==> src/spbpp_regs.vh <==
`ifndef SPBPP_REGS_VH
`define SPBPP_REGS_VH
// register indices; byte address is four times the index
`define SPBPP_IDX_RX_DEBUG_VIEW 16'h7056
`define SPBPP_IDX_RX_BUF 16'h7057
`define SPBPP_IDX_TX_BUF 16'h7059
`define SPBPP_IDX_PIN_CTRL 16'h705E
`define SPBPP_IDX_PRIORITY 16'h705F
`define SPBPP_IDX_CONTROL 16'h7054
`define SPBPP_IDX_STATUS 16'h7055
`define SPBPP_IDX_CHAR_LEN 16'h7050
// pin control fields
`define SPBPP_PC_TX_IN 7
`define SPBPP_PC_TX_OUT 6
`define SPBPP_PC_TX_FUNC 5
`define SPBPP_PC_TX_DIR 4
`define SPBPP_PC_RX_IN 3
`define SPBPP_PC_RX_OUT 2
`define SPBPP_PC_RX_FUNC 1
`define SPBPP_PC_RX_DIR 0
// priority fields
`define SPBPP_PRI_TX_LOW 6
`define SPBPP_PRI_RX_LOW 5
`define SPBPP_PRI_FREEZE 4
// control fields
`define SPBPP_CTL_RX_IRQ_EN 1
`define SPBPP_CTL_TX_IRQ_EN 0
// status fields
`define SPBPP_ST_TX_FREE 7
`define SPBPP_ST_RX_READY 6
// reset values
`define SPBPP_RST_BYTE 8'h00
`define SPBPP_RST_LEN 4'h8
`define SPBPP_FULL_LEN 4'h8
`endif

==> src/spbpp_sync2.v <==
`timescale 1ns/1ps
`default_nettype none
// two-flop synchroniser for pin levels
module spbpp_sync2 #(
	parameter WIDTH = 2
) (
	input wire clock,
	input wire rst,
	input wire [WIDTH-1:0] asyncIn,
	output reg [WIDTH-1:0] syncOut
);
	reg [WIDTH-1:0] meta_q;

	// -------------------------------------------------
	// capture stages
	// -------------------------------------------------
	// first stage feeds only the second one
	always @(posedge clock) begin
		if (rst) begin
			meta_q <= {WIDTH{1'b0}};
			syncOut <= {WIDTH{1'b0}};
		end else begin
			meta_q <= asyncIn;
			syncOut <= meta_q;
		end
	end
endmodule // spbpp_sync2
`default_nettype wire

==> src/spbpp_top.v <==
`timescale 1ns/1ps
`default_nettype none
`include "spbpp_regs.vh"
// Function
// receive-buffer load sets the receiver-ready flag
// with receive irq enabled, each buffer load raises a receiver request
// reading the receive buffer clears the receiver-ready flag
// system reset clears the receive buffer
// transmit buffer moving to the shifter sets the buffer-free flag
// with transmit irq enabled, that move raises a transmitter request
// short characters are right-justified; unused upper bits ignored
// pin control bit 7 reads the transmit pin level
// pin control bit 6 drives the transmit pin as a general output
// pin control bit 5 picks transmit pin function: general or serial
// pin control bit 4 sets transmit pin direction in general mode
// pin control bit 3 reads the receive pin level
// pin control bit 2 drives the receive pin as a general output
// pin control bit 1 picks receive pin function: general or serial
// pin control bit 0 sets receive pin direction in general mode
// priority bit 6 routes transmitter requests high (0) or low (1)
// priority bit 5 routes receiver requests high (0) or low (1)
// under suspend: bit 4 clear finishes current work, set freezes
// priority bits 7 and 3..0 ignore writes
// writing the transmit buffer clears the buffer-free flag
// debug view reads the received character without clearing ready
// in serial function, general data and direction bits are ignored
module spbpp_top (
	input wire clock,
	input wire rst,
	input wire psel,
	input wire penable,
	input wire pwrite,
	input wire [17:0] paddr,
	input wire [31:0] pwdata,
	output reg [31:0] prdata,
	output reg pready,
	output reg pslverr,
	input wire rxShiftLoad,
	input wire [7:0] rxShiftData,
	input wire txShiftTake,
	output reg [7:0] txShiftData,
	output reg txShiftAvail,
	input wire txSerialOut,
	output reg rxSerialIn,
	input wire debugSuspend,
	output reg shiftFreeze,
	output reg txPinOut,
	output reg txPinOe,
	input wire txPinIn,
	output reg rxPinOut,
	output reg rxPinOe,
	input wire rxPinIn,
	output reg irqHighPri,
	output reg irqLowPri
);
	localparam ST_IDLE = 2'b00;
	localparam ST_ACCESS = 2'b01;
	localparam ST_DONE = 2'b10;

	// register state
	reg [1:0] state_q;
	reg [7:0] rxBuf_q;
	reg [7:0] txBuf_q;
	reg rxReady_q;
	reg txFree_q;
	reg txFull_q;
	reg [7:0] pinCtrl_q;
	reg [2:0] pri_q;
	reg [1:0] ctl_q;
	reg [3:0] charLen_q;
	reg frozen_q;
	wire [1:0] pinSync;
	wire [15:0] regIdx;
	wire wrStrobe;
	wire rdStrobe;
	wire rxIrqEvent;
	wire txIrqEvent;
	wire txTakeOk;
	wire rxLoadOk;

	// -------------------------------------------------
	// helpers
	// -------------------------------------------------
	// mask of bits kept for a given character length
	// a zero-length mask cannot occur: charLen_q is held in 1..8
	function [7:0] lenMask;
		input [3:0] len;
		begin
			lenMask = 8'hFF >> (`SPBPP_FULL_LEN - len);
		end
	endfunction

	// true when the bus address hits a given register index
	function hit;
		input [15:0] idx;
		input [15:0] want;
		begin
			hit = (idx == want);
		end
	endfunction

	// -------------------------------------------------
	// pin level synchronisers
	// -------------------------------------------------
	// both pin levels share one synchroniser
	spbpp_sync2 #(
		.WIDTH(2)
	) pinSyncInst (
		.clock(clock),
		.rst(rst),
		.asyncIn({txPinIn, rxPinIn}),
		.syncOut(pinSync)
	);

	// -------------------------------------------------
	// bus decode
	// -------------------------------------------------
	// word address is the register index; low two bits ignored
	// only the access cycle in ST_ACCESS strobes, so a write lands once
	assign regIdx = paddr[17:2];
	assign wrStrobe = (state_q == ST_ACCESS) && psel && penable && pwrite;
	assign rdStrobe = (state_q == ST_ACCESS) && psel && penable && !pwrite;

	// freeze halts transfers with the shifters at once
	// a frozen shifter neither loads nor takes, so no request follows
	assign rxLoadOk = rxShiftLoad && !frozen_q;
	assign txTakeOk = txShiftTake && txFull_q && !frozen_q;
	assign rxIrqEvent = rxLoadOk && ctl_q[`SPBPP_CTL_RX_IRQ_EN];
	assign txIrqEvent = txTakeOk && ctl_q[`SPBPP_CTL_TX_IRQ_EN];

	// -------------------------------------------------
	// bus state machine: one wait state, then pready
	// -------------------------------------------------
	// hazard: a master that skips the setup cycle is never answered
	always @(posedge clock) begin
		if (rst) begin
			state_q <= ST_IDLE;
			pready <= 1'b0;
		end else begin
			case (state_q)
				ST_IDLE: begin
					pready <= 1'b0;
					if (psel && !penable) begin
						state_q <= ST_ACCESS;
					end
				end
				ST_ACCESS: begin
					if (psel && penable) begin
						state_q <= ST_DONE;
						pready <= 1'b1;
					end
				end
				default: begin
					state_q <= ST_IDLE;
					pready <= 1'b0;
				end
			endcase
		end
	end

	// -------------------------------------------------
	// read data and error answer
	// -------------------------------------------------
	// captured during access so the data come from flops with pready
	// bits above the byte lane always read zero
	always @(posedge clock) begin
		if (rst) begin
			prdata <= 32'h0000_0000;
			pslverr <= 1'b0;
		end else if (rdStrobe || wrStrobe) begin
			prdata <= 32'h0000_0000;
			pslverr <= 1'b0;
			if (wrStrobe) begin
				if (!(hit(regIdx, `SPBPP_IDX_TX_BUF) || hit(regIdx, `SPBPP_IDX_PIN_CTRL) ||
					hit(regIdx, `SPBPP_IDX_PRIORITY) || hit(regIdx, `SPBPP_IDX_CONTROL) ||
					hit(regIdx, `SPBPP_IDX_CHAR_LEN))) begin
					pslverr <= 1'b1;
				end
			end else if (hit(regIdx, `SPBPP_IDX_RX_BUF)) begin
				prdata[7:0] <= rxBuf_q;
			end else if (hit(regIdx, `SPBPP_IDX_RX_DEBUG_VIEW)) begin
				prdata[7:0] <= rxBuf_q;
			end else if (hit(regIdx, `SPBPP_IDX_TX_BUF)) begin
				prdata[7:0] <= txBuf_q;
			end else if (hit(regIdx, `SPBPP_IDX_PIN_CTRL)) begin
				prdata[7:0] <= {pinSync[1], pinCtrl_q[6:4], pinSync[0], pinCtrl_q[2:0]};
			end else if (hit(regIdx, `SPBPP_IDX_PRIORITY)) begin
				prdata[7:0] <= {1'b0, pri_q, 4'h0};
			end else if (hit(regIdx, `SPBPP_IDX_CONTROL)) begin
				prdata[7:0] <= {txFree_q, 5'h00, ctl_q};
			end else if (hit(regIdx, `SPBPP_IDX_STATUS)) begin
				prdata[7:0] <= {1'b0, rxReady_q, 6'h00};
			end else if (hit(regIdx, `SPBPP_IDX_CHAR_LEN)) begin
				prdata[3:0] <= charLen_q;
			end else begin
				pslverr <= 1'b1;
			end
		end else begin
			// error flag stands one cycle, like pready
			pslverr <= 1'b0;
		end
	end

	// -------------------------------------------------
	// configuration registers
	// -------------------------------------------------
	always @(posedge clock) begin
		if (rst) begin
			pinCtrl_q <= `SPBPP_RST_BYTE;
			pri_q <= 3'b000;
			ctl_q <= 2'b00;
			charLen_q <= `SPBPP_RST_LEN;
		end else if (wrStrobe) begin
			if (hit(regIdx, `SPBPP_IDX_PIN_CTRL)) begin
				// input-level bits are read-only, kept zero here
				pinCtrl_q <= {1'b0, pwdata[6:4], 1'b0, pwdata[2:0]};
			end else if (hit(regIdx, `SPBPP_IDX_PRIORITY)) begin
				pri_q <= pwdata[6:4];
			end else if (hit(regIdx, `SPBPP_IDX_CONTROL)) begin
				// upper control bits are not stored; free flag reads from txFree_q
				ctl_q <= pwdata[1:0];
			end else if (hit(regIdx, `SPBPP_IDX_CHAR_LEN)) begin
				// lengths outside 1..8 fall back to full width
				if (pwdata[3:0] != 4'h0 && pwdata[3:0] <= `SPBPP_FULL_LEN) begin
					charLen_q <= pwdata[3:0];
				end else begin
					charLen_q <= `SPBPP_FULL_LEN;
				end
			end
		end
	end

	// -------------------------------------------------
	// receive buffer and ready flag
	// -------------------------------------------------
	// a load in the same cycle as the clearing read wins
	// overrun simply overwrites; error flags live outside this block
	always @(posedge clock) begin
		if (rst) begin
			rxBuf_q <= `SPBPP_RST_BYTE;
			rxReady_q <= 1'b0;
		end else if (rxLoadOk) begin
			rxBuf_q <= rxShiftData & lenMask(charLen_q);
			rxReady_q <= 1'b1;
		end else if (rdStrobe && hit(regIdx, `SPBPP_IDX_RX_BUF)) begin
			rxReady_q <= 1'b0;
		end
	end

	// -------------------------------------------------
	// transmit buffer and free flag
	// -------------------------------------------------
	always @(posedge clock) begin
		if (rst) begin
			txBuf_q <= `SPBPP_RST_BYTE;
			txFree_q <= 1'b1;
			txFull_q <= 1'b0;
		end else if (wrStrobe && hit(regIdx, `SPBPP_IDX_TX_BUF)) begin
			// a write beats a same-cycle take, so the new character is kept
			txBuf_q <= pwdata[7:0] & lenMask(charLen_q);
			txFree_q <= 1'b0;
			txFull_q <= 1'b1;
		end else if (txTakeOk) begin
			txFree_q <= 1'b1;
			txFull_q <= 1'b0;
		end
	end

	// offer to the shifter; data masked to the character length
	always @(posedge clock) begin
		if (rst) begin
			txShiftData <= `SPBPP_RST_BYTE;
			txShiftAvail <= 1'b0;
		end else begin
			txShiftData <= txBuf_q;
			txShiftAvail <= txFull_q && !txTakeOk && !(wrStrobe && hit(regIdx, `SPBPP_IDX_TX_BUF))
				? 1'b1 : (wrStrobe && hit(regIdx, `SPBPP_IDX_TX_BUF));
		end
	end

	// -------------------------------------------------
	// suspend handling
	// -------------------------------------------------
	// only the freeze option stops the shifters; otherwise they run on
	// without freeze the shifters finish their frame on their own
	always @(posedge clock) begin
		if (rst) begin
			frozen_q <= 1'b0;
			shiftFreeze <= 1'b0;
		end else begin
			frozen_q <= debugSuspend && pri_q[`SPBPP_PRI_FREEZE - 4];
			shiftFreeze <= debugSuspend && pri_q[`SPBPP_PRI_FREEZE - 4];
		end
	end

	// -------------------------------------------------
	// interrupt priority routing: one-cycle pulses
	// -------------------------------------------------
	always @(posedge clock) begin
		if (rst) begin
			irqHighPri <= 1'b0;
			irqLowPri <= 1'b0;
		end else begin
			// both lines may pulse together when rx and tx events coincide
			irqHighPri <= (rxIrqEvent && !pri_q[`SPBPP_PRI_RX_LOW - 4]) ||
				(txIrqEvent && !pri_q[`SPBPP_PRI_TX_LOW - 4]);
			irqLowPri <= (rxIrqEvent && pri_q[`SPBPP_PRI_RX_LOW - 4]) ||
				(txIrqEvent && pri_q[`SPBPP_PRI_TX_LOW - 4]);
		end
	end

	// -------------------------------------------------
	// pin muxing
	// -------------------------------------------------
	// serial function overrides the general data and direction bits
	// serial rx is input-only, so its driver is released there
	always @(posedge clock) begin
		if (rst) begin
			txPinOut <= 1'b0;
			txPinOe <= 1'b0;
			rxPinOut <= 1'b0;
			rxPinOe <= 1'b0;
			rxSerialIn <= 1'b1;
		end else begin
			if (pinCtrl_q[`SPBPP_PC_TX_FUNC]) begin
				txPinOut <= txSerialOut;
				txPinOe <= 1'b1;
			end else begin
				txPinOut <= pinCtrl_q[`SPBPP_PC_TX_OUT];
				txPinOe <= pinCtrl_q[`SPBPP_PC_TX_DIR];
			end
			if (pinCtrl_q[`SPBPP_PC_RX_FUNC]) begin
				rxPinOut <= 1'b0;
				rxPinOe <= 1'b0;
				rxSerialIn <= pinSync[0];
			end else begin
				rxPinOut <= pinCtrl_q[`SPBPP_PC_RX_OUT];
				rxPinOe <= pinCtrl_q[`SPBPP_PC_RX_DIR];
				rxSerialIn <= 1'b1; // idle line while pin is general
			end
		end
	end
endmodule // spbpp_top
`default_nettype wire

==> config.mk <==
export PLATFORM = sky130hd
export DESIGN_NAME = spbpp_top
export DESIGN_NICKNAME = d
export VERILOG_FILES = /design/src/spbpp_sync2.v /design/src/spbpp_top.v
export VERILOG_INCLUDE_DIRS = /design/src
export SDC_FILE = /design/constraint.sdc
export NUM_CORES = 1
export LEC_CHECK = 0
export BUFFER_PORTS_ARGS = -buffer_cell sky130_fd_sc_hd__buf_2
export CORE_ASPECT_RATIO = 0.75
export CORE_UTILIZATION = 53
export CTS_CLUSTER_DIAMETER = 200
export DETAILED_ROUTE_END_ITERATION = 6
export PLACE_DENSITY = 0.9
export SYNTH_ARGS = -nofsm -noshare
export SYNTH_HDL_FRONTEND = slang
export SYNTH_SLANG_ARGS = --single-unit
==> constraint.sdc <==
create_clock -name clock -period 5 [get_ports clock]
set_input_delay 0.25 -clock clock [delete_from_list [all_inputs] [get_ports clock]]
set_output_delay 0.25 -clock clock [all_outputs]
set_load 0.005 [all_outputs]
==> flow_summary_export.csv <==
group,metric,value,unit
sta,finalCriticalPeriod,2.11,ns
clocking,cts_hold_buffers,0,
power_and_ir_drop,vdd_drop_max,0.158,mV
synth,async_flop_share,0,%
floorplanning,die_w,91.1,um
power_and_ir_drop,totalPowerFinal,1.05,mW
min_path,hp-class,"primary input to flop",
critical_path,critPathRequiredTime,5.27,ns
sta,setup_violations,0,
detailed_routing,drcViolationCount,0,
synth,synth_top_family_by_area,"simple AND/OR/NAND/NOR gates",
clocking,cts_setup_buffers,0,
detailed_routing,viasPerCell,5.66,
sta,slew_violations,0,
floorplanning,dieArea,6270,um^2
detailed_routing,antenna_left,0,
place,gp_congestion,0.920,
detailed_routing,routedWlPerCell,15.8,um
synth,syn_inst,363,
clocking,cts.repair.resized,0,
synth,syn_area,3160,um^2
synth,synth_top_area_share,42.5,%
finish,diodes,0,
power_and_ir_drop,p_leak,1.51,nW
synth,avgSynthCellArea,8.70,um^2
floorplanning,boundaryPins,120,
clocking,clock_path_buffers,2,
finish,syn_to_final_growth,14.3,%
synth,ys_top_cells_by_area,"dfxtp_1 (42%), buf_4 (5.9%), a21oi_1 (5.4%)",
synth,synth_adder_area_share,1.59,%
synth,ys_seq_elements,67,
floorplanning,rows,23,
global_route,grt_pass1_wl,12300,um
sta,tightest_slew,0.782,ns
detailed_routing,drt-pass1-iter-count,6,
sta,fin_worst_skew,0.00952,ns
detailed_routing,via_count,2851,
global_route,grt_pass1_vias,2551,
detailed_routing,totalWireLength,7940,um
sta,rsz0062_at_grt,"false",
clocking,cts_tree,"yes",
sta,tns,0,ns
clocking,clkSlewWorstSetupHoldPaths,0.07,ns
critical_path,endpoint_kind,"flop",
finish,n_fill_cell,471,
synth,synth-edff-count,0,
synth,synth_xor_area_share,0.555,%
clocking,clock_latency,0.36,ns
synth,yosys_warnings,0,
place,dp_hpwl,5810,um
floorplanning,core_area,5530,um^2
sta,max_freq,474,MHz
sta,finalHoldViolations,0,
place,portBuffers,69,
floorplanning,start_util,57.1,%
synth,synth_compound_area_share,13.8,%
finish,drive_gt1_share,22.4,%
clocking,cts_buffers,9,
critical_path,path_max_fanout,16,
critical_path,startpoint_type,"flop",
sta,max_slew_margin,47.4,%
critical_path,crit_type,"flop to flop",
global_route,track_usage,26.5,%
global_route,grt_max_degree,66,
synth,synth_top_cell_by_area,"dfxtp_1",
synth,synthMuxAreaShare,4.84,%
synth,synthSimpleGateAreaFrac,26.8,%
sta,timing.final.crit_share,42.2,%
global_route,antenna_found_initial,0,
global_route,grt-ovfl-total,0,
floorplanning,die-height,68.8,um
clocking,clockRootBuffer,"clkbuf_8",
power_and_ir_drop,power_density,292,nW/um^2
finish,fin_nets,497,
critical_path,cp.arrival,2.37,ns
synth,synth_seq_area_share,42.5,%
flow_run,cap_violations,0,
detailed_routing,first_iter_violations,321,
synth,synth_cell_type_count,57,
clocking,htree_levels,3,
status,status,"complete, no violations",
clocking,clock_sinks,67,
synth,ys.flop_type,"dfxtp_1",
[stage by stage]
| stage | util [%] | cells | hold slack, ns | cell area, um^2 | setup slack (ns) |
|---|---|---|---|---|---|
| 2_1_floorplan | - | 386 | 0.363 | 3240 | 3.36 |
| 3_3_place_gp | 61.8 | 488 | 0.417 | 3420 | 2.94 |
| 3_5_place_dp | 61.8 | 488 | 0.422 | 3420 | 2.93 |
| 4_1_cts | 65.3 | 504 | 0.0934 | 3610 | 2.93 |
| 5_1_grt | 65.3 | 504 | 0.110 | 3610 | 2.68 |
| 6_report | 65.3 | 504 | 0.103 | 3610 | 2.89 |
[flip-flops by register name, indices dropped and copies added (netlist names), 2 cells and up]
signal,flops
prdata,8
rxBuf_q,8
txBuf_q,8
txShiftData,8
pinCtrl_q,6
charLen_q,4
pri_q,3
ctl_q,2
pinSyncInst.meta_q,2
pinSyncInst.syncOut,2
state_q,2
[kinds of logic after synthesis]
logic type | count (synthesis)
buffers and inverters | 53
and+or+nand+nor | 152
DFF | 67
AOI/OAI and AO/OA | 69
adders and majority gates | 4
other | 1
muxes | 15
xor gates and xnor gates | 2
[critical path, cell delays in order (launching register included)]
cell and delay, ns:
dfxtp_1 0.33, nand4b_1 0.65, nor2_1 0.57, a22o_1 0.19
a21oi_1 0.04, a211oi_1 0.23
[final timing paths]
check	startpoint	to	slack [ns]	depth (start not counted)
worst min-delay path	rxPinIn	pinSyncInst.meta_q[0]	0.10	2
worst max-delay path	state_q[1]	prdata[4]	2.89	5
worst max register to register	state_q[1]	prdata[4]	2.89	5
worst min register to register	pinCtrl_q[1]	rxSerialIn	0.44	1
[per-layer routing]
layer	part of all wire, %	global-route usage (%)
met5	0	0
met3	10	7.68
met1	43	33.8
met4	1.5	11.7
met2	45	42.7
[report_power, final]
| group | leakage (nW) | switching, mW | internal (mW) | total, mW |
|---|---|---|---|---|
| Clock | 0.0991 | 0.199 | 0.241 | 0.440 |
| Sequential | 0.543 | 0.00476 | 0.540 | 0.545 |
| Combinational | 0.865 | 0.0449 | 0.0244 | 0.0694 |
[cell usage after synthesis, drive strengths merged (3+ instances only)]
| library cell | count |
|---|---|
| dfxtp | 67 |
| nand2b | 4 |
| inv | 10 |
| a21oi | 35 |
| nand4 | 8 |
| ha | 4 |
| nand3b | 6 |
| nor3b | 5 |
| mux2i | 13 |
| nor3 | 8 |
| a22o | 3 |
| nor4 | 4 |
| clkbuf | 12 |
| nand2 | 35 |
| o21ai | 10 |
| nor2b | 13 |
| nor2 | 31 |
| buf | 31 |
| nand3 | 22 |
[area by class of cell]
class                   instances  area [um^2]  share of cell area [%]
multi-input cells             266         1590                    44.1
flip-flops and latches         67         1340                    37.2
repair buffers                 70          353                    9.77
clock buffers                  11          141                    3.92
well taps                      75         93.8                    2.60
clock inverters                 5         52.6                    1.46
inverters                      10         37.5                    1.04
[cell usage in the layout, fill, tap and decap left out, types with 2 or more instances in the layout]
cell,netlist,final
ha_1,4,4
nor3b_1,5,5
and3_1,2,2
and2_1,2,2
a22oi_1,2,2
nand4_1,8,8
buf_2,3,69
a21oi_1,34,34
o21bai_1,2,2
a22o_1,3,3
nor4_4,2,2
o31ai_1,2,2
nand3b_1,6,6
a31oi_1,2,2
nor3_1,8,8
o21ai_0,10,10
conb_1,1,24
nor2b_1,13,13
clkbuf_8,0,10
or3_1,2,2
and3b_1,2,2
dfxtp_1,67,67
mux2i_1,13,13
nand3_1,21,21
and4b_1,2,2
nor4_1,2,2
nand2b_1,4,4
nor2_1,31,31
clkinv_2,0,3
a211oi_1,2,2
mux2_2,2,2
inv_1,10,10
nand2_1,34,34
Power figures use the tool's default switching activity.
